--- src/cdf_pkg.sv ---
// Constants, encodings and state type for the tone extension controller.
// Assumes one 40 MHz core clock and a synchronous active-high reset.
//
// Summary of operation
// - Direction finding only in 1M or 2M modes
// - Transmit tone of ones, 16 to 160 us (code takes manual length setting unclamped)
// - Switch antennas only in guard or switch slots
// - Sample every us in reference, every sample slot
// - Switch and sample slots equal, 1 or 2 us
// - Mode and direction pick tone, sampling, switching
// - Inline receive takes settings from received header
// - Info octet present only when CP set
// - Position select picks data or advertising layout
// - Masked first byte match means second field present
// - Advertising: info flag checked if extended length nonzero
// - Earlier flag bits set shift info six octets
// - Match mask and value filter advertising types
// - Duration field in 8 us units, range limited
// - Duration 0 or 1 means 16 us
// - Slot type decode: AoA, 1 us, 2 us, reserved
// - Reference uses first spacing, then slot-type spacing
// - Manual mode: no parsing, manual length setting
// - Procedure trigger: CRC end or address event
// - Separate switch and sample offsets from trigger

package cdf_pkg;

	// ==========================================================
	// Timing
	localparam int CLK_PERIOD_NS = 25;
	localparam int US_NS = 1000;
	localparam int US_CYCLES = US_NS / CLK_PERIOD_NS;
	localparam int GUARD_US = 4;
	localparam int REF_US = 8;
	localparam int CTE_MIN_US = 16;
	localparam int CTE_MAX_US = 160;
	localparam int CTE_UNIT_US = 8;
	localparam logic [5:0] CTE_MIN_UNITS = 6'(CTE_MIN_US / CTE_UNIT_US);
	localparam logic [5:0] CTE_MAX_UNITS = 6'(CTE_MAX_US / CTE_UNIT_US);
	localparam logic [5:0] CTE_RANGE_5BIT = 6'h1F;
	localparam logic [5:0] CTE_RANGE_6BIT = 6'h3F;
	localparam logic [1:0] SW_GAP_SHORT = 2'h1;
	localparam logic [1:0] SW_GAP_LONG = 2'h3;

	// ==========================================================
	// Header layout
	localparam int DATA_CP_BIT = 5;
	localparam logic [3:0] DATA_INFO_IDX = 4'h2;
	localparam logic [3:0] ADV_EXTLEN_IDX = 4'h2;
	localparam logic [3:0] ADV_FLAGS_IDX = 4'h3;
	localparam logic [3:0] ADV_INFO_IDX = 4'h4;
	localparam logic [3:0] ADV_INFO_SHIFT = 4'h6;
	localparam int ADV_INFO_FLAG_BIT = 2;

	// ==========================================================
	// Encodings
	localparam logic [1:0] PHY_1M = 2'h0;
	localparam logic [1:0] PHY_2M = 2'h1;
	localparam logic [1:0] SLOT_AOA = 2'h0;
	localparam logic [1:0] SLOT_AOD_1US = 2'h1;
	localparam logic [1:0] SLOT_AOD_2US = 2'h2;
	localparam logic [1:0] SLOT_RESERVED = 2'h3;
	localparam logic [1:0] RANGE_STD = 2'h0;
	localparam logic [1:0] RANGE_5BIT = 2'h1;

	typedef enum logic [1:0] {
		ST_IDLE = 2'h0,
		ST_HEADER = 2'h1,
		ST_CTE = 2'h3
	} cdf_state_e;

endpackage

--- src/cdf_direction_finding_ctrl.sv ---
// Tone extension controller: tone generation, switching and sampling.
// Assumes radio events are one-cycle pulses and header bytes arrive
// one per strobe from the address event onward.
`timescale 1ns/100ps

module cdf_direction_finding_ctrl (
	// Clock and reset
	input wire logic core_clk,
	input wire logic reset,
	// Mode
	input wire logic [1:0] phy_mode,
	input wire logic direction_mode_select,
	input wire logic tx_mode,
	// Inline configuration
	input wire logic inline_cfg_enable,
	input wire logic info_position_select,
	input wire logic [7:0] header_match_mask,
	input wire logic [7:0] header_match_value,
	input wire logic [1:0] duration_valid_range,
	input wire logic [1:0] rx_spacing_short_slots,
	input wire logic [1:0] rx_spacing_long_slots,
	// Manual configuration
	input wire logic [1:0] first_sample_spacing,
	input wire logic [1:0] second_sample_spacing,
	input wire logic [5:0] manual_length_setting,
	input wire logic switch_spacing_long,
	input wire logic procedure_trigger_select,
	input wire logic [7:0] switch_offset,
	input wire logic [7:0] sample_offset,
	// Radio events and header stream
	input wire logic address_event,
	input wire logic crc_end_event,
	input wire logic header_byte_valid,
	input wire logic [7:0] header_byte,
	// Procedure outputs
	output logic cte_tone_tx,
	output logic antenna_switch,
	output logic iq_sample,
	output logic procedure_active,
	output logic cte_info_found,
	output logic [5:0] cte_length_units,
	output logic [1:0] slot_type
);
	// ==========================================================
	// Decoding helpers
	function automatic logic [5:0] spacing_cycles(input logic [1:0] code);
		spacing_cycles = 6'(cdf_pkg::US_CYCLES >> code);
	endfunction

	function automatic logic [5:0] dur_decode(input logic [7:0] info,
			input logic [1:0] range);
		logic [5:0] raw;
		logic [5:0] max;
		raw = range[1] ? info[5:0] : {1'b0, info[4:0]};
		case (range)
			cdf_pkg::RANGE_STD: max = cdf_pkg::CTE_MAX_UNITS;
			cdf_pkg::RANGE_5BIT: max = cdf_pkg::CTE_RANGE_5BIT;
			default: max = cdf_pkg::CTE_RANGE_6BIT;
		endcase
		if (raw < cdf_pkg::CTE_MIN_UNITS) begin
			dur_decode = cdf_pkg::CTE_MIN_UNITS;
		end else if (raw > max) begin
			dur_decode = max;
		end else begin
			dur_decode = raw;
		end
	endfunction

	// ==========================================================
	// State
	cdf_pkg::cdf_state_e state_reg, state_next;
	logic [3:0] idx_reg, idx_next, pos_reg, pos_next;
	logic match_reg, match_next, expect_reg, expect_next;
	logic found_reg, found_next, started_reg, started_next;
	logic [7:0] info_reg, info_next;
	logic [8:0] cte_us_reg, cte_us_next;
	logic [5:0] len_reg, len_next;
	logic [7:0] sw_wait_reg, sw_wait_next, smp_wait_reg, smp_wait_next;
	logic [1:0] sw_gap_reg, sw_gap_next;
	logic [5:0] smp_cyc_reg, smp_cyc_next;
	logic tone_reg, tone_next, sw_reg, sw_next, smp_reg, smp_next;
	logic df_ok, use_inline, gen_cte, smp_cte, sw_cte, run_ok, trig;
	logic us_tick, hdr_match, slot2, guard, in_ref, slot_odd, cte_tick;
	logic sw_phase, smp_phase, sw_blocked;
	logic [1:0] type_now, slot_spacing;
	logic [8:0] rel_us;

	cdf_us_tick u_tick (
		.core_clk(core_clk),
		.reset(reset),
		.restart(trig),
		.us_tick(us_tick)
	);
	// Extension timeline runs from the end of the CRC whatever the trigger
	cdf_us_tick u_cte_tick (
		.core_clk(core_clk),
		.reset(reset),
		.restart(crc_end_event && state_reg == cdf_pkg::ST_HEADER),
		.us_tick(cte_tick)
	);

	// ==========================================================
	// Mode decode
	always_comb begin
		df_ok = phy_mode == cdf_pkg::PHY_1M ||
			phy_mode == cdf_pkg::PHY_2M;
		gen_cte = tx_mode;
		smp_cte = !tx_mode;
		sw_cte = direction_mode_select ? tx_mode : !tx_mode;
		use_inline = inline_cfg_enable && !tx_mode;
		hdr_match = (header_byte & header_match_mask) ==
			header_match_value;
		type_now = info_reg[7:6];
		sw_blocked = use_inline && found_reg &&
			type_now == cdf_pkg::SLOT_RESERVED;
		run_ok = !use_inline || found_reg;
		trig = procedure_trigger_select ? address_event :
			(crc_end_event && state_reg == cdf_pkg::ST_HEADER);
		slot2 = switch_spacing_long;
		slot_spacing = second_sample_spacing;
		if (use_inline && found_reg) begin
			case (type_now)
				cdf_pkg::SLOT_AOD_1US: begin
					slot2 = 1'b0;
					slot_spacing = rx_spacing_short_slots;
				end
				cdf_pkg::SLOT_AOD_2US: begin
					slot2 = 1'b1;
					slot_spacing = rx_spacing_long_slots;
				end
				default: slot_spacing = second_sample_spacing;
			endcase
		end else if (use_inline) begin
			slot_spacing = switch_spacing_long ? rx_spacing_long_slots :
				rx_spacing_short_slots;
		end
		// Phase within the extension; slots are one length for both kinds
		rel_us = cte_us_reg - 9'(cdf_pkg::GUARD_US + cdf_pkg::REF_US);
		guard = cte_us_reg < 9'(cdf_pkg::GUARD_US);
		in_ref = !guard &&
			cte_us_reg < 9'(cdf_pkg::GUARD_US + cdf_pkg::REF_US);
		slot_odd = slot2 ? rel_us[1] : rel_us[0];
		sw_phase = state_reg == cdf_pkg::ST_CTE &&
			(guard || (!in_ref && !slot_odd));
		smp_phase = state_reg == cdf_pkg::ST_CTE &&
			(in_ref || (!guard && slot_odd));
	end

	// ==========================================================
	// Next state
	always_comb begin
		state_next = state_reg;
		idx_next = idx_reg;
		pos_next = pos_reg;
		match_next = match_reg;
		expect_next = expect_reg;
		found_next = found_reg;
		info_next = info_reg;
		cte_us_next = cte_us_reg;
		len_next = len_reg;
		started_next = started_reg;
		sw_wait_next = sw_wait_reg;
		sw_gap_next = sw_gap_reg;
		smp_wait_next = smp_wait_reg;
		smp_cyc_next = smp_cyc_reg;
		sw_next = 1'b0;
		smp_next = 1'b0;
		case (state_reg)
			cdf_pkg::ST_IDLE: begin
				if (address_event && df_ok) begin
					state_next = cdf_pkg::ST_HEADER;
					idx_next = 4'h0;
					expect_next = 1'b0;
					found_next = 1'b0;
				end
			end
			cdf_pkg::ST_HEADER: begin
				if (header_byte_valid && use_inline) begin
					idx_next = idx_reg + 4'(idx_reg != 4'hF);
					if (idx_reg == 4'h0) begin
						match_next = hdr_match;
						pos_next = info_position_select ? cdf_pkg::DATA_INFO_IDX :
							cdf_pkg::ADV_INFO_IDX;
						if (info_position_select) begin
							expect_next = hdr_match &&
								header_byte[cdf_pkg::DATA_CP_BIT];
						end
					end
					if (!info_position_select &&
							idx_reg == cdf_pkg::ADV_EXTLEN_IDX) begin
						expect_next = match_reg &&
							header_byte[5:0] != 6'h00;
					end
					if (!info_position_select &&
							idx_reg == cdf_pkg::ADV_FLAGS_IDX) begin
						expect_next = expect_reg &&
							header_byte[cdf_pkg::ADV_INFO_FLAG_BIT];
						if (|header_byte[cdf_pkg::ADV_INFO_FLAG_BIT-1:0]) begin
							pos_next = cdf_pkg::ADV_INFO_IDX +
								cdf_pkg::ADV_INFO_SHIFT;
						end
					end
					if (expect_reg && !found_reg && idx_reg == pos_reg &&
							idx_reg > cdf_pkg::ADV_FLAGS_IDX - 4'h2) begin
						found_next = 1'b1;
						info_next = header_byte;
					end
				end
				if (crc_end_event) begin
					cte_us_next = 9'h000;
					len_next = use_inline ?
						dur_decode(info_reg, duration_valid_range) :
						manual_length_setting;
					state_next = (run_ok && df_ok) ? cdf_pkg::ST_CTE :
						cdf_pkg::ST_IDLE;
				end
			end
			cdf_pkg::ST_CTE: begin
				if (cte_tick) begin
					cte_us_next = cte_us_reg + 9'h001;
					if (cte_us_next == {len_reg, 3'b000}) begin
						state_next = cdf_pkg::ST_IDLE;
					end
				end
			end
			default: state_next = cdf_pkg::ST_IDLE;
		endcase
		// Offsets and slot timers run from the trigger
		if (trig) begin
			started_next = 1'b1;
			sw_wait_next = switch_offset;
			sw_gap_next = 2'h0;
			smp_wait_next = sample_offset;
			smp_cyc_next = 6'h00;
		end else if (started_reg) begin
			if (us_tick) begin
				if (sw_wait_reg != 8'h00) begin
					sw_wait_next = sw_wait_reg - 8'h01;
				end else if (sw_gap_reg != 2'h0) begin
					sw_gap_next = sw_gap_reg - 2'h1;
				end else if (sw_phase) begin
					sw_gap_next = slot2 ? cdf_pkg::SW_GAP_LONG :
						cdf_pkg::SW_GAP_SHORT;
					sw_next = sw_cte && !sw_blocked;
				end
				smp_wait_next = smp_wait_reg - 8'(smp_wait_reg != 8'h00);
			end
			// Sample timer runs in cycles so oversampling is possible
			if (smp_wait_reg == 8'h00) begin
				if (smp_cyc_reg != 6'h00) begin
					smp_cyc_next = smp_cyc_reg - 6'h01;
				end else begin
					smp_cyc_next = spacing_cycles(in_ref ?
						first_sample_spacing : slot_spacing) - 6'h01;
					smp_next = smp_phase && smp_cte;
				end
			end
		end
		started_next = started_next && state_next != cdf_pkg::ST_IDLE;
		tone_next = state_next == cdf_pkg::ST_CTE && gen_cte && df_ok;
	end

	always_ff @(posedge core_clk) begin
		if (reset) begin
			state_reg <= cdf_pkg::ST_IDLE;
			idx_reg <= 4'h0;
			pos_reg <= 4'h0;
			match_reg <= 1'b0;
			expect_reg <= 1'b0;
			found_reg <= 1'b0;
			info_reg <= 8'h00;
			cte_us_reg <= 9'h000;
			len_reg <= 6'h00;
			started_reg <= 1'b0;
			sw_wait_reg <= 8'h00;
			sw_gap_reg <= 2'h0;
			smp_wait_reg <= 8'h00;
			smp_cyc_reg <= 6'h00;
			tone_reg <= 1'b0;
			sw_reg <= 1'b0;
			smp_reg <= 1'b0;
		end else begin
			state_reg <= state_next;
			idx_reg <= idx_next;
			pos_reg <= pos_next;
			match_reg <= match_next;
			expect_reg <= expect_next;
			found_reg <= found_next;
			info_reg <= info_next;
			cte_us_reg <= cte_us_next;
			len_reg <= len_next;
			started_reg <= started_next;
			sw_wait_reg <= sw_wait_next;
			sw_gap_reg <= sw_gap_next;
			smp_wait_reg <= smp_wait_next;
			smp_cyc_reg <= smp_cyc_next;
			tone_reg <= tone_next;
			sw_reg <= sw_next;
			smp_reg <= smp_next;
		end
	end

	assign cte_tone_tx = tone_reg;
	assign antenna_switch = sw_reg;
	assign iq_sample = smp_reg;
	assign procedure_active = state_reg == cdf_pkg::ST_CTE;
	assign cte_info_found = found_reg;
	assign cte_length_units = len_reg;
	assign slot_type = info_reg[7:6];
endmodule // cdf_direction_finding_ctrl

--- src/cdf_us_tick.sv ---
// Microsecond tick generator for the tone extension controller.
// Assumes the 40 MHz core clock; restart realigns the tick phase.
`timescale 1ns/100ps

module cdf_us_tick (
	// Clock and reset
	input wire logic core_clk,
	input wire logic reset,
	// Control
	input wire logic restart,
	output logic us_tick
);
	logic [5:0] cnt_reg, cnt_next;

	// ==========================================================
	// Counter
	always_comb begin
		if (restart || cnt_reg == 6'(cdf_pkg::US_CYCLES - 1)) begin
			cnt_next = 6'h00;
		end else begin
			cnt_next = cnt_reg + 6'h01;
		end
	end

	always_ff @(posedge core_clk) begin
		if (reset) begin
			cnt_reg <= 6'h00;
		end else begin
			cnt_reg <= cnt_next;
		end
	end

	assign us_tick = !restart && cnt_reg == 6'(cdf_pkg::US_CYCLES - 1);
endmodule // cdf_us_tick

--- config.mk ---
export PLATFORM = sky130hd
export DESIGN_NAME = cdf_direction_finding_ctrl
export DESIGN_NICKNAME = d
export VERILOG_FILES = /design/src/cdf_pkg.sv /design/src/cdf_direction_finding_ctrl.sv /design/src/cdf_us_tick.sv
export SDC_FILE = /design/constraint.sdc
export NUM_CORES = 1
export LEC_CHECK = 0
export BUFFER_PORTS_ARGS = -buffer_cell sky130_fd_sc_hd__buf_2
export CAP_MARGIN = 20
export CORE_MARGIN = 4
export CORE_UTILIZATION = 50
export DETAILED_ROUTE_END_ITERATION = 6
export GPL_TIMING_DRIVEN = 0
export PLACE_DENSITY_LB_ADDON = 0.05
export SKIP_LAST_GASP = 1
export SLEW_MARGIN = 20
export SYNTH_ARGS = -nofsm -noshare
export SYNTH_HDL_FRONTEND = slang
export SYNTH_SLANG_ARGS = --single-unit
--- constraint.sdc ---
create_clock -name core_clk -period 3.1 [get_ports core_clk]
set_input_delay 0.155 -clock core_clk [delete_from_list [all_inputs] [get_ports core_clk]]
set_output_delay 0.155 -clock core_clk [all_outputs]
set_load 0.005 [all_outputs]
## Word-level counts from Yosys, hierarchy flattened

Index checks and enable logic that the tools add are counted.
Widths: inputs -> output; s select.

| word-level totals | value |
|---|---|
| bits of input ports | 69 |
| logic and storage cells | 197 |
| output and inout bits | 13 |
| register bits | 76 |

| cells by class | value |
|---|---|
| muxes and demuxes | 55 |
| bitwise logic cells | 6 |
| reductions and logical operators | 78 |
| magnitude comparators | 5 |
| shifts and indexed selects | 1 |
| $add $sub $neg | 10 |
| equal/unequal tests | 23 |

Operators with widths:

| cell | number |
|---|---|
| $mux 8 | 7 |
| $mux 6 | 7 |
| $logic_and 1x1->1 | 27 |
| $mux 2 | 12 |
| $mux 4 | 5 |
| $mux 9 | 2 |
| $pmux 9 s2 | 1 |
| $reduce_bool 2->1 | 8 |
| $reduce_bool 8->1 | 2 |
| $reduce_and 3->1 | 5 |
| $mux 1 | 13 |
| $add 6x1->6 const B | 2 |
| $eq 6x6->1 const B | 2 |
| $pmux 6 s2 | 1 |
| $reduce_bool 6->1 | 2 |
| $sub 6x1->6 const B | 2 |
| $logic_not 1->1 | 10 |
| $add 9x1->9 const B | 1 |
| $eq 9x9->1 | 1 |
| $lt 9x3->1 const B | 1 |
| $lt 9x4->1 const B | 1 |
| $and 8x8->8 | 1 |
| $eq 2x1->1 const B | 4 |
| $eq 2x2->1 const B | 4 |
| 32 further kinds | 57 |

## Longest topological paths before layout

Gate-level depths: netlist of run 1.

| depth | value |
|---|---|
| word-level depth | 11 |
| mapped depth | 13 |
| mapped depth without buffers | 13 |

## Cells and area by module

Synthesis of run 1 repeated with hierarchy kept, for this count alone.

| second synthesis, totals | value |
|---|---|
| cell total of the unflattened synthesis | 558 |
| area, all modules | 4531.8 um^2 |

By module, submodules not included:

| module | area an instance (um^2) | cells an instance | times used |
|---|---|---|---|
| cdf_direction_finding_ctrl | 4040.1 | 505 | 1 |
| cdf_us_tick at u_cte_tick | 247.7 | 26 | 1 |
| cdf_us_tick at u_tick | 244.0 | 27 | 1 |

## Worst setup path before layout of run 1

No wires, ideal clock.

| timing | value |
|---|---|
| path kind | reg2reg |
| start point | reg found_reg, in the netlist cte_info_found |
| end point | reg smp_cyc_reg[2] |
| buffers on the path | 0 |
| arrival time | 2.453 ns |
| slack | 0.572 ns |
| stages on the path, launching flop included | 10 |
| library setup time | 0.074 ns |
| data required time | 3.026 ns |
| path through | dfxtp_1 or3b_2 a211o_1 nand3_1 mux2i_1 nor3_1 nor2_1 ha_1 or4b_1 a31oi_1 |

| on the way | value |
|---|---|
| word-level cells in the longest chain between the ends | 6 |

RTL lines:

| element | RTL line | text |
|---|---|---|
| start: declaration | cdf_direction_finding_ctrl.sv:74 | `logic found_reg, found_next, started_reg, started_next;` |
| start signal: assignment | cdf_direction_finding_ctrl.sv:288 | `found_reg <= found_next;` |
| $logic_and 1x1->1 | cdf_direction_finding_ctrl.sv:121 | `if (use_inline && found_reg) begin` |
| $mux 2 | cdf_direction_finding_ctrl.sv:121 |  |
| $mux 2 | cdf_direction_finding_ctrl.sv:253 | `smp_cyc_next = spacing_cycles(in_ref ?` |
| $shr 6x2->6 | cdf_direction_finding_ctrl.sv:47 | `spacing_cycles = 6'(cdf_pkg::US_CYCLES >> code);` |
| $sub 6x1->6 | cdf_direction_finding_ctrl.sv:254 | `first_sample_spacing : slot_spacing) - 6'h01;` |
| $mux 6 | cdf_direction_finding_ctrl.sv:250 | `if (smp_cyc_reg != 6'h00) begin` |
| end signal: assignment | cdf_direction_finding_ctrl.sv:296 | `smp_cyc_reg <= smp_cyc_next;` |
| end: declaration | cdf_direction_finding_ctrl.sv:80 | `logic [5:0] smp_cyc_reg, smp_cyc_next;` |

No other way between the ends.
A chain may end at the register's enable or synchronous reset.

## Worst setup path in the final report of run 1

| timing | value |
|---|---|
| start point | reg info_reg[6] |
| end point | reg smp_cyc_reg[2] |

| on the way | value |
|---|---|
| word-level cells in the longest chain between the ends | 7 |
| elaborated cells between the ends (all ways) | 8 |
| those cells by class | 1 x add/sub; 2 x eq/ne; 1 x shift; 4 x mux |

RTL lines:

| element | RTL line | text |
|---|---|---|
| start: declaration | cdf_direction_finding_ctrl.sv:75 | `logic [7:0] info_reg, info_next;` |
| start signal: assignment | cdf_direction_finding_ctrl.sv:289 | `info_reg <= info_next;` |
| $eq 2x2->1 or $eq 2x1->1 (tied branches) | cdf_direction_finding_ctrl.sv:122 | `case (type_now)` |
| $pmux 2 s2 * | cdf_direction_finding_ctrl.sv:122 |  |
| $mux 2 * | cdf_direction_finding_ctrl.sv:121 |  |
| $mux 2 * | cdf_direction_finding_ctrl.sv:253 |  |
| $shr 6x2->6 * | cdf_direction_finding_ctrl.sv:47 |  |
| $sub 6x1->6 * | cdf_direction_finding_ctrl.sv:254 |  |
| $mux 6 * | cdf_direction_finding_ctrl.sv:250 |  |

Every way passes the cells marked *; elsewhere a longest branch is shown, timed or not.

==> results.cfg, run 1 <==
[outcome]
status = finished clean

[finish]
syn2layout_area_growth_pct = 16.3
nets = 727
largest_register_ff_count = 9
layout-drive-gt1-share_pct = 17.8
post_layout_nonfiller_instances = 752
multiInputGateArea_um2 = 2730
fillerInstances = 798
n_antenna_cell = 0
sequential_cell_area_um2 = 1520
post-route-util_pct = 61.1

[clock_tree]
cts-buffers-inserted = 9
clock_tree.htree_level_count = 3
tritoncts_num_sinks = 76
cts.repair_timing.setup_buffer_count = 0
root_buffer_master = clkbuf_8
cts_tree = yes
clock_tree.buffer_depth = 2
worstSkewPairLatency_ps = 350
reg_clk_slew_reported_paths_ps = 90

[drt]
ant_nets = 0
detail_route.drc_violations = 0
drt-vias-per-instance = 5.73
routed_wirelength_mm = 11.5
dr.pass1.iters = 5
first_iter_violations = 153
route.vias.total = 4308
detail_route.wl_per_cell_um = 15.3

[floorplanning]
io-pin-count = 82
core_um2 = 8380
fp.dieArea_um2 = 10400
start_util_pct = 52.5
overall_die_width_um = 102
std_cell_rows = 33
fp.dieH_um = 102

[hold_path]
hp-class = input pin to register

[yosys]
count_of_warnings_emitted_by_yosys = 0
syn-cell-area_um2 = 4400
synth_fp_nets = 636
synth_enable_flop_cells = 0
syn_inst = 551
synth_common_cells = 76 x dfxtp_1, 76 x nor2_1, 41 x nand2_1
postSynthRegisterBits = 76
cell_variety_after_synth = 61
yosys-top-cells-area = dfxtp_1 35%, nor2_1 6.5%, a21oi_1 4.5%
postSynthAreaPerCell_um2 = 7.99
synth_top_area_share_pct = 34.5
ys_async_sr_fraction_pct = 0
post-synth-top-area-cell = dfxtp_1
postSynth.topFlopCell = dfxtp_1
ys_seq_area_share_pct = 34.5

[timing]
max_freq_ghz = 0.347
fin_skew_ps = 11.6
finalMaxSlewViolations = 0
timing.final.crit_period_ps = 2890
worst_slew_margin_rel_pct = 46.1
hold_viol_final = 0
timing.final.setup_violations = 0
grt_setup_unrepaired = true
fin_crit_sh_pct = 93.1
slew_at_the_pin_closest_to_its_max_slew_limit_ps = 797

[critical_path]
kind_of_critical_path = register to register
startpoint_type = register
rrSetupSlack_ps = 210
critical_path.endpoint_type = register
cp.arrival_ps = 3170
worst_path_fanout_max = 7
worst-endpoint-required_ps = 3380

[grt]
grt_util_all_layers_pct = 23.0
grt_start_max_net_pins = 14
grt-ovfl-total = 0
grt_first_pass_wirelength_mm = 19.1
antenna_found_initial = 0
number_of_global_route_vias_before_repair = 4155

[placement]
post-dp-hpwl_mm = 8.89
routabilityCongestion = 0.924
io_buffer_count = 80
numPlacedInstances = 736

[job]
max_cap_violation_count = 0

[pwr]
power.density_nw_per_um2 = 389
design_power_total_w = 0.00199
worst_vdd_ir_mv = 0.262
leakagePower_nw = 2.03
[metrics by stage]
stage          area, µm²  setup TNS, ps  hold WS, ps  setup WS [ps]
3_3_place_gp        4940              0          411            239
5_1_grt             5120          -86.9         40.5          -51.9
4_1_cts             5100              0         25.9            105
2_1_floorplan       4400              0          291            572
3_5_place_dp        4940              0          414            105
6_report            5120              0         37.8            215
[critical path, stage by stage (launching register included)]
cell and delay, ps:
dfxtp_1 440, inv_1 70, ha_1 320, and4bb_2 340
nand2_1 60, o211ai_1 180, mux2i_4 160, nor3_1 250
nor2_1 70, ha_1 240, or4b_1 520, a31oi_1 170
[cell type report]
type	instances	share of cell area (%)
multi-input combinational	435	53.3
sequential	76	29.7
timing repair buffer	80	7.82
clock buffer	11	2.57
tap	105	2.57
buffer	24	2.17
inverter	16	1.17
clock inverter	5	0.733
[logic make-up after synthesis]
kind of cell	Yosys count	synth area share, %
simple gates	247	28.6
fa+ha+maj	16	4.55
flops	76	34.5
mux	17	3.92
buf+inv	40	3.89
compound gates	122	17.9
xor+xnor	33	6.56
[metal layers]
layer	part of all wire (%)	GRT usage, %
met1	46	30.4
met3	4.7	3.34
met5	0	0
met2	48	38.9
met4	1.4	7.47
[path summary, 6_finish.rpt]
| check | from | endpoint | cells past startpoint |
|---|---|---|---|
| worst max register to register | info_reg[6] | smp_cyc_reg[2] | 11 |
| worst min register to register | u_cte_tick.cnt_reg[0] | u_cte_tick.cnt_reg[0] | 1 |
| worst max-delay path | info_reg[6] | smp_cyc_reg[2] | 11 |
| worst min-delay path | sample_offset[1] | smp_wait_reg[1] | 3 |
[where the power goes]
part / switching (W) / internal (W) / total (W)
Combinational: 0.000157 / 0.000120 / 0.000277
Clock: 0.000388 / 0.000294 / 0.000682
Sequential: 0.0000270 / 0.00101 / 0.00103
Total: 0.000571 / 0.00142 / 0.00199
[repair_timing]
| item | 4_1_cts | 5_1_grt |
|---|---|---|
| gates resized for setup | 0 | 3 |
| setup endpoints to repair | 0 | 2 |
| hold buffers | 0 | 0 |
[cells in the final DEF, fill, tap and decap left out, drive strengths merged, types with 3 or more instances in the layout]
master and n:
inv 17, nor4b 5, buf 87, or3 4, or4 3, a21boi 4, a21oi 40, ha 16
and4 3, xor2 16, o2111ai 4, nor2b 8, nand3b 7, and3 13, nand2b 4, nor4 9
o21ai 19, nor3 22, xnor2 17, a311oi 3, dfxtp 76, a211oi 21, a31oi 3, o211ai 7
nand4 10, mux2i 15, nand3 24, clkbuf 28, and2 6, a21o 3, nand2 41, nor2 77
(Power assumes the default switching activity.)
==> run 2, diff against run 1 <==
- PLACE_DENSITY: default -> 0.71
- PLACE_DENSITY_LB_ADDON: 0.05 -> default
==> results.cfg, run 2 (synthesized netlist as in run 1, its figures left out) <==
[drt]
route.vias.total = 4428
routed_wirelength_mm = 11.6
ant_nets = 0
dr.pass1.iters = 5
detail_route.drc_violations = 0
first_iter_violations = 242
detail_route.wl_per_cell_um = 15.4
drt-vias-per-instance = 5.89

[finish]
layout-drive-gt1-share_pct = 18.2
n_antenna_cell = 0
nets = 727
syn2layout_area_growth_pct = 17.1
largest_register_ff_count = 9
final_cell_mix = 84 x buf_2, 76 x nor2_1, 76 x dfxtp_1
layout_commonest_cell = buf_2
post_layout_nonfiller_instances = 752

[timing]
fin_crit_sh_pct = 91.8
timing.final.crit_period_ps = 2850
worst_slew_margin_rel_pct = 49.2
slew_at_the_pin_closest_to_its_max_slew_limit_ps = 751
grt_setup_unrepaired = false
final_total_negative_setup_slack_ps = 0
fin_skew_ps = 13.5
timing.final.setup_violations = 0
max_freq_ghz = 0.351
hold_viol_final = 0
finalMaxSlewViolations = 0

[critical_path]
critical-path-top-cell-by-count = ha_1
kind_of_critical_path = register to register
slowest_delay_ps = 530
worst_path_fanout_max = 7
worst-endpoint-required_ps = 3390
timing.critical_path.slowest_stage_cell = or4b_1
startpoint_type = register
cp_cell_instances = inv_1 -> ha_1 -> and4bb_2 -> nand2_1 -> o211ai_1 -> mux2i_2 -> nor3_1 -> nor2_1 -> ha_1 -> or4b_1 -> a31oi_1
critical_path.endpoint_type = register
cp.arrival_ps = 3130

[grt]
grt-ovfl-total = 0
global_routing_s_busiest_layer = met2
grt_util_all_layers_pct = 23.0
gr-usage-met1_pct = 29.0
gr-usage-met3_pct = 6.08
grt_first_pass_wirelength_mm = 19.1
grt.met2_usage_pct = 38.3
number_of_global_route_vias_before_repair = 4119
antenna_found_initial = 0
grt_start_max_net_pins = 16

[clock_tree]
cts_tree = yes
post_cts_hold_buffer_count = 0
worstSkewPairLatency_ps = 360
cts.repair_timing.setup_buffer_count = 0
clock_tree.buffer_depth = 2
root_buffer_master = clkbuf_8
cts-buffers-inserted = 9
tritoncts_num_sinks = 76
reg_clk_slew_reported_paths_ps = 90
clock_tree.htree_level_count = 3

[job]
max_cap_violation_count = 0

[floorplanning]
fp.dieArea_um2 = 10400
core_um2 = 8380
start_util_pct = 52.5
overall_die_width_um = 102
io-pin-count = 82
std_cell_rows = 33
fp.dieH_um = 102

[pwr]
worst_vdd_ir_mv = 0.307
leakagePower_nw = 2.06
power.density_nw_per_um2 = 410
design_power_total_w = 0.00211

[placement]
routabilityCongestion = 0.921
io_buffer_count = 80
numPlacedInstances = 736
post-dp-hpwl_mm = 8.96

[hold_path]
hp-class = input pin to register

[outcome]
status = finished clean
## run 2: changes by cell type in the layout (fill, tap and decap cells not counted), sizes merged
cell and change:
inv +2, clkinvlp -1, clkbuf -2, bufinv +1
## run 2: power breakdown
part	internal, W	leakage [nW]	switching, W
clock network	0.000386	0.102	0.000417
registers	0.00101	0.617	0.0000273
logic	0.000120	1.34	0.000158
total	0.00151	2.06	0.000603
## run 2: final cells by class
type / count / area, µm²
fill: 764 / 3220
multi-input combinational: 435 / 2730
sequential: 76 / 1520
timing repair buffer: 80 / 400
tap: 105 / 131
clock buffer: 9 / 124
buffer: 24 / 111
clock inverter: 7 / 83.8
inverter: 16 / 60.1
## run 2: per-layer routing
layer	up-vias	share of wire, %
li1	2185	-
met1	2063	43
met2	153	47
met3	27	7.8
met4	0	2.2
met5	-	0
## run 2: worst paths after layout
path / to / slack [ps] / depth (start not counted) / start
worst min register to register: u_cte_tick.cnt_reg[0] / 440 / 1 / u_cte_tick.cnt_reg[0]
worst max register to register: smp_cyc_reg[2] / 250 / 11 / info_reg[6]
worst max-delay path: smp_cyc_reg[2] / 250 / 11 / info_reg[6]
worst min-delay path: smp_wait_reg[1] / 50 / 3 / sample_offset[1]
## run 2: critical path: cells and delay by family (launching register included)
kind	cells	cell delay, ps
buffers and inverters	1	60
adder cells (fa/ha/maj)	2	550
AND/OR/NAND/NOR	5	1230
flip-flops	1	420
AO/OA/AOI/OAI	2	340
multiplexers	1	200
## run 2: through the flow
step	util, %	setup WS, ps	hold WS [ps]	area, µm²
global route	61.5	35.5	62.3	5160
finish	61.5	253	47.5	5160
CTS	61.4	180	34.3	5140
global placement	58.9	291	408	4940
detailed placement	58.9	176	411	4940
floorplan	-	572	291	4400
## run 2: what timing repair did
action / 4_1_cts / 5_1_grt
setup endpoints to repair: 0 / 2
gates resized for setup: 0 / 3
hold endpoints to repair: 0 / 0
==> run 3, diff against run 2 <==
- CORE_ASPECT_RATIO: default -> 1.4
==> results.cfg, run 3 (synthesized netlist as in run 1, its figures left out) <==
[critical_path]
cp_num_buf_inv = 1
worst_path_fanout_max = 7
critical-path-top-cell-by-count = ha_1
worstRegToRegCells = 11
crit_family = simple AND/OR/NAND/NOR gates
critical_path.endpoint_type = register
critical_path_destination = smp_cyc_reg[2]
timing.critical_path.slowest_stage_cell = or4b_1
worst_r2r_startpoint = info_reg[6]
worst-endpoint-required_ps = 3370
critPathLaunch = info_reg[6]
regToRegEndpoint = smp_cyc_reg[2]
slowest_delay_ps = 520
rrSetupSlack_ps = 280
path_depth = 11
cp_cell_instances = inv_1 -> ha_1 -> and4bb_2 -> nand2_1 -> o211ai_1 -> mux2i_2 -> nor3_1 -> nor2_1 -> ha_1 -> or4b_1 -> a31oi_1
startpoint_type = register
cp.arrival_ps = 3090
kind_of_critical_path = register to register

[finish]
final_cell_mix = 84 x buf_2, 76 x nor2_1, 76 x dfxtp_1
largest_register_ff_count = 9
n_antenna_cell = 0
postLayoutCellArea_um2 = 5250
syn2layout_area_growth_pct = 19.1
multiInputGateArea_um2 = 2720
layout_commonest_cell = buf_2
nets = 727
fillerInstances = 810
layout-drive-gt1-share_pct = 18.1
sequential_cell_area_um2 = 1520

[timing]
fin_crit_sh_pct = 91.0
timing.final.crit_period_ps = 2820
worst_slew_margin_rel_pct = 46.1
finalMaxSlewViolations = 0
slew_at_the_pin_closest_to_its_max_slew_limit_ps = 797
fin_skew_ps = 6.59
final_total_negative_setup_slack_ps = 0
grt_setup_unrepaired = false
max_freq_ghz = 0.355
hold_viol_final = 0
timing.final.setup_violations = 0

[grt]
grt_util_all_layers_pct = 22.8
antenna_found_initial = 0
number_of_global_route_vias_before_repair = 4174
grt_first_pass_wirelength_mm = 18.9
grt_start_max_net_pins = 14
grt-ovfl-total = 0

[placement]
placed_cell_area_um2 = 4940
io_buffer_count = 80
post-dp-hpwl_mm = 8.83
routabilityCongestion = 0.879

[drt]
first_iter_violations = 208
detail_route.drc_violations = 0
routed_wirelength_mm = 11.4
drt-vias-per-instance = 5.71
ant_nets = 0
route.vias.total = 4294
dr.pass1.iters = 5
detail_route.wl_per_cell_um = 15.1

[pwr]
leakagePower_nw = 2.10
power.density_nw_per_um2 = 450
worst_vdd_ir_mv = 0.335

[clock_tree]
cts-buffers-inserted = 9
cts_tree = yes
worstSkewPairLatency_ps = 340
clock_tree.buffer_depth = 2
tritoncts_num_sinks = 76
clock_tree.htree_level_count = 3
cts.repair.resized = 0
post_cts_hold_buffer_count = 0
reg_clk_slew_reported_paths_ps = 60
cts.repair_timing.setup_buffer_count = 0
root_buffer_master = clkbuf_16

[floorplanning]
fp.dieH_um = 119
start_util_pct = 51.2
fp.dieArea_um2 = 10400
core_um2 = 8610
overall_die_width_um = 87.3
std_cell_rows = 40
io-pin-count = 82

[outcome]
status = finished clean

[job]
max_cap_violation_count = 0

[hold_path]
hp-class = input pin to register
[run 3: cell types whose count changed in the layout (fill, tap and decap cells not counted)]
cell        delta
clkinvlp_4     +1
clkinv_4       -1
inv_6          -2
nor4b_2        -1
clkbuf_16      +9
clkbuf_8       -8
nor4b_1        +1
inv_8          -1
clkinv_2       +2
[run 3: worst reg2reg max path, cell delays in order, from the launching register on]
cell      delay, ps
dfxtp_1         410
inv_1            70
ha_1            310
and4bb_2        330
nand2_1          60
o211ai_1        160
mux2i_2         190
nor3_1          230
nor2_1           70
ha_1            240
or4b_1          520
a31oi_1         160
[run 3: layer usage]
layer / routed length, µm / up-vias / GRT usage (%)
li1: - / 2183 / -
met1: 4730 / 1991 / 26.6
met2: 5680 / 95 / 38.0
met3: 570 / 25 / 4.91
met4: 392 / 0 / 12.1
met5: 0 / - / 0
[run 3: worst min-delay path by stage]
stage	endpoint	slack, ps	start	cells past startpoint
after floorplan	smp_wait_reg[0]	290	sample_offset[0]	2
after global placement	smp_wait_reg[1]	410	sample_offset[1]	3
after detailed placement	smp_wait_reg[1]	420	sample_offset[1]	3
after CTS	smp_wait_reg[1]	50	sample_offset[1]	3
after global routing	smp_wait_reg[1]	60	sample_offset[1]	3
final	smp_wait_reg[1]	60	sample_offset[1]	3
[run 3: area by class of cell]
cell class	instances	area share, %
Buffer	24	2.12
Sequential cell	76	29.0
Multi-Input combinational cell	435	51.8
Inverter	16	1.14
Clock inverter	6	1.22
Timing Repair Buffer	80	7.63
Tap cell	105	2.50
Clock buffer	10	4.56
[run 3: where the power goes]
group	internal, W	switching [W]
Sequential	0.00101	0.0000273
Combinational	0.000119	0.000155
Clock	0.000643	0.000411
[run 3: stage by stage]
step	cells	hold slack (ps)	total power [W]	util, %	worst slack [ps]
after floorplan	551	291	0.00121	-	572
after global placement	736	409	0.00132	57.3	307
after detailed placement	736	415	0.00133	57.3	229
after CTS	752	54.3	0.00238	60.9	218
after global routing	752	60.2	0.00246	60.9	15.0
final	752	62.0	0.00236	60.9	280
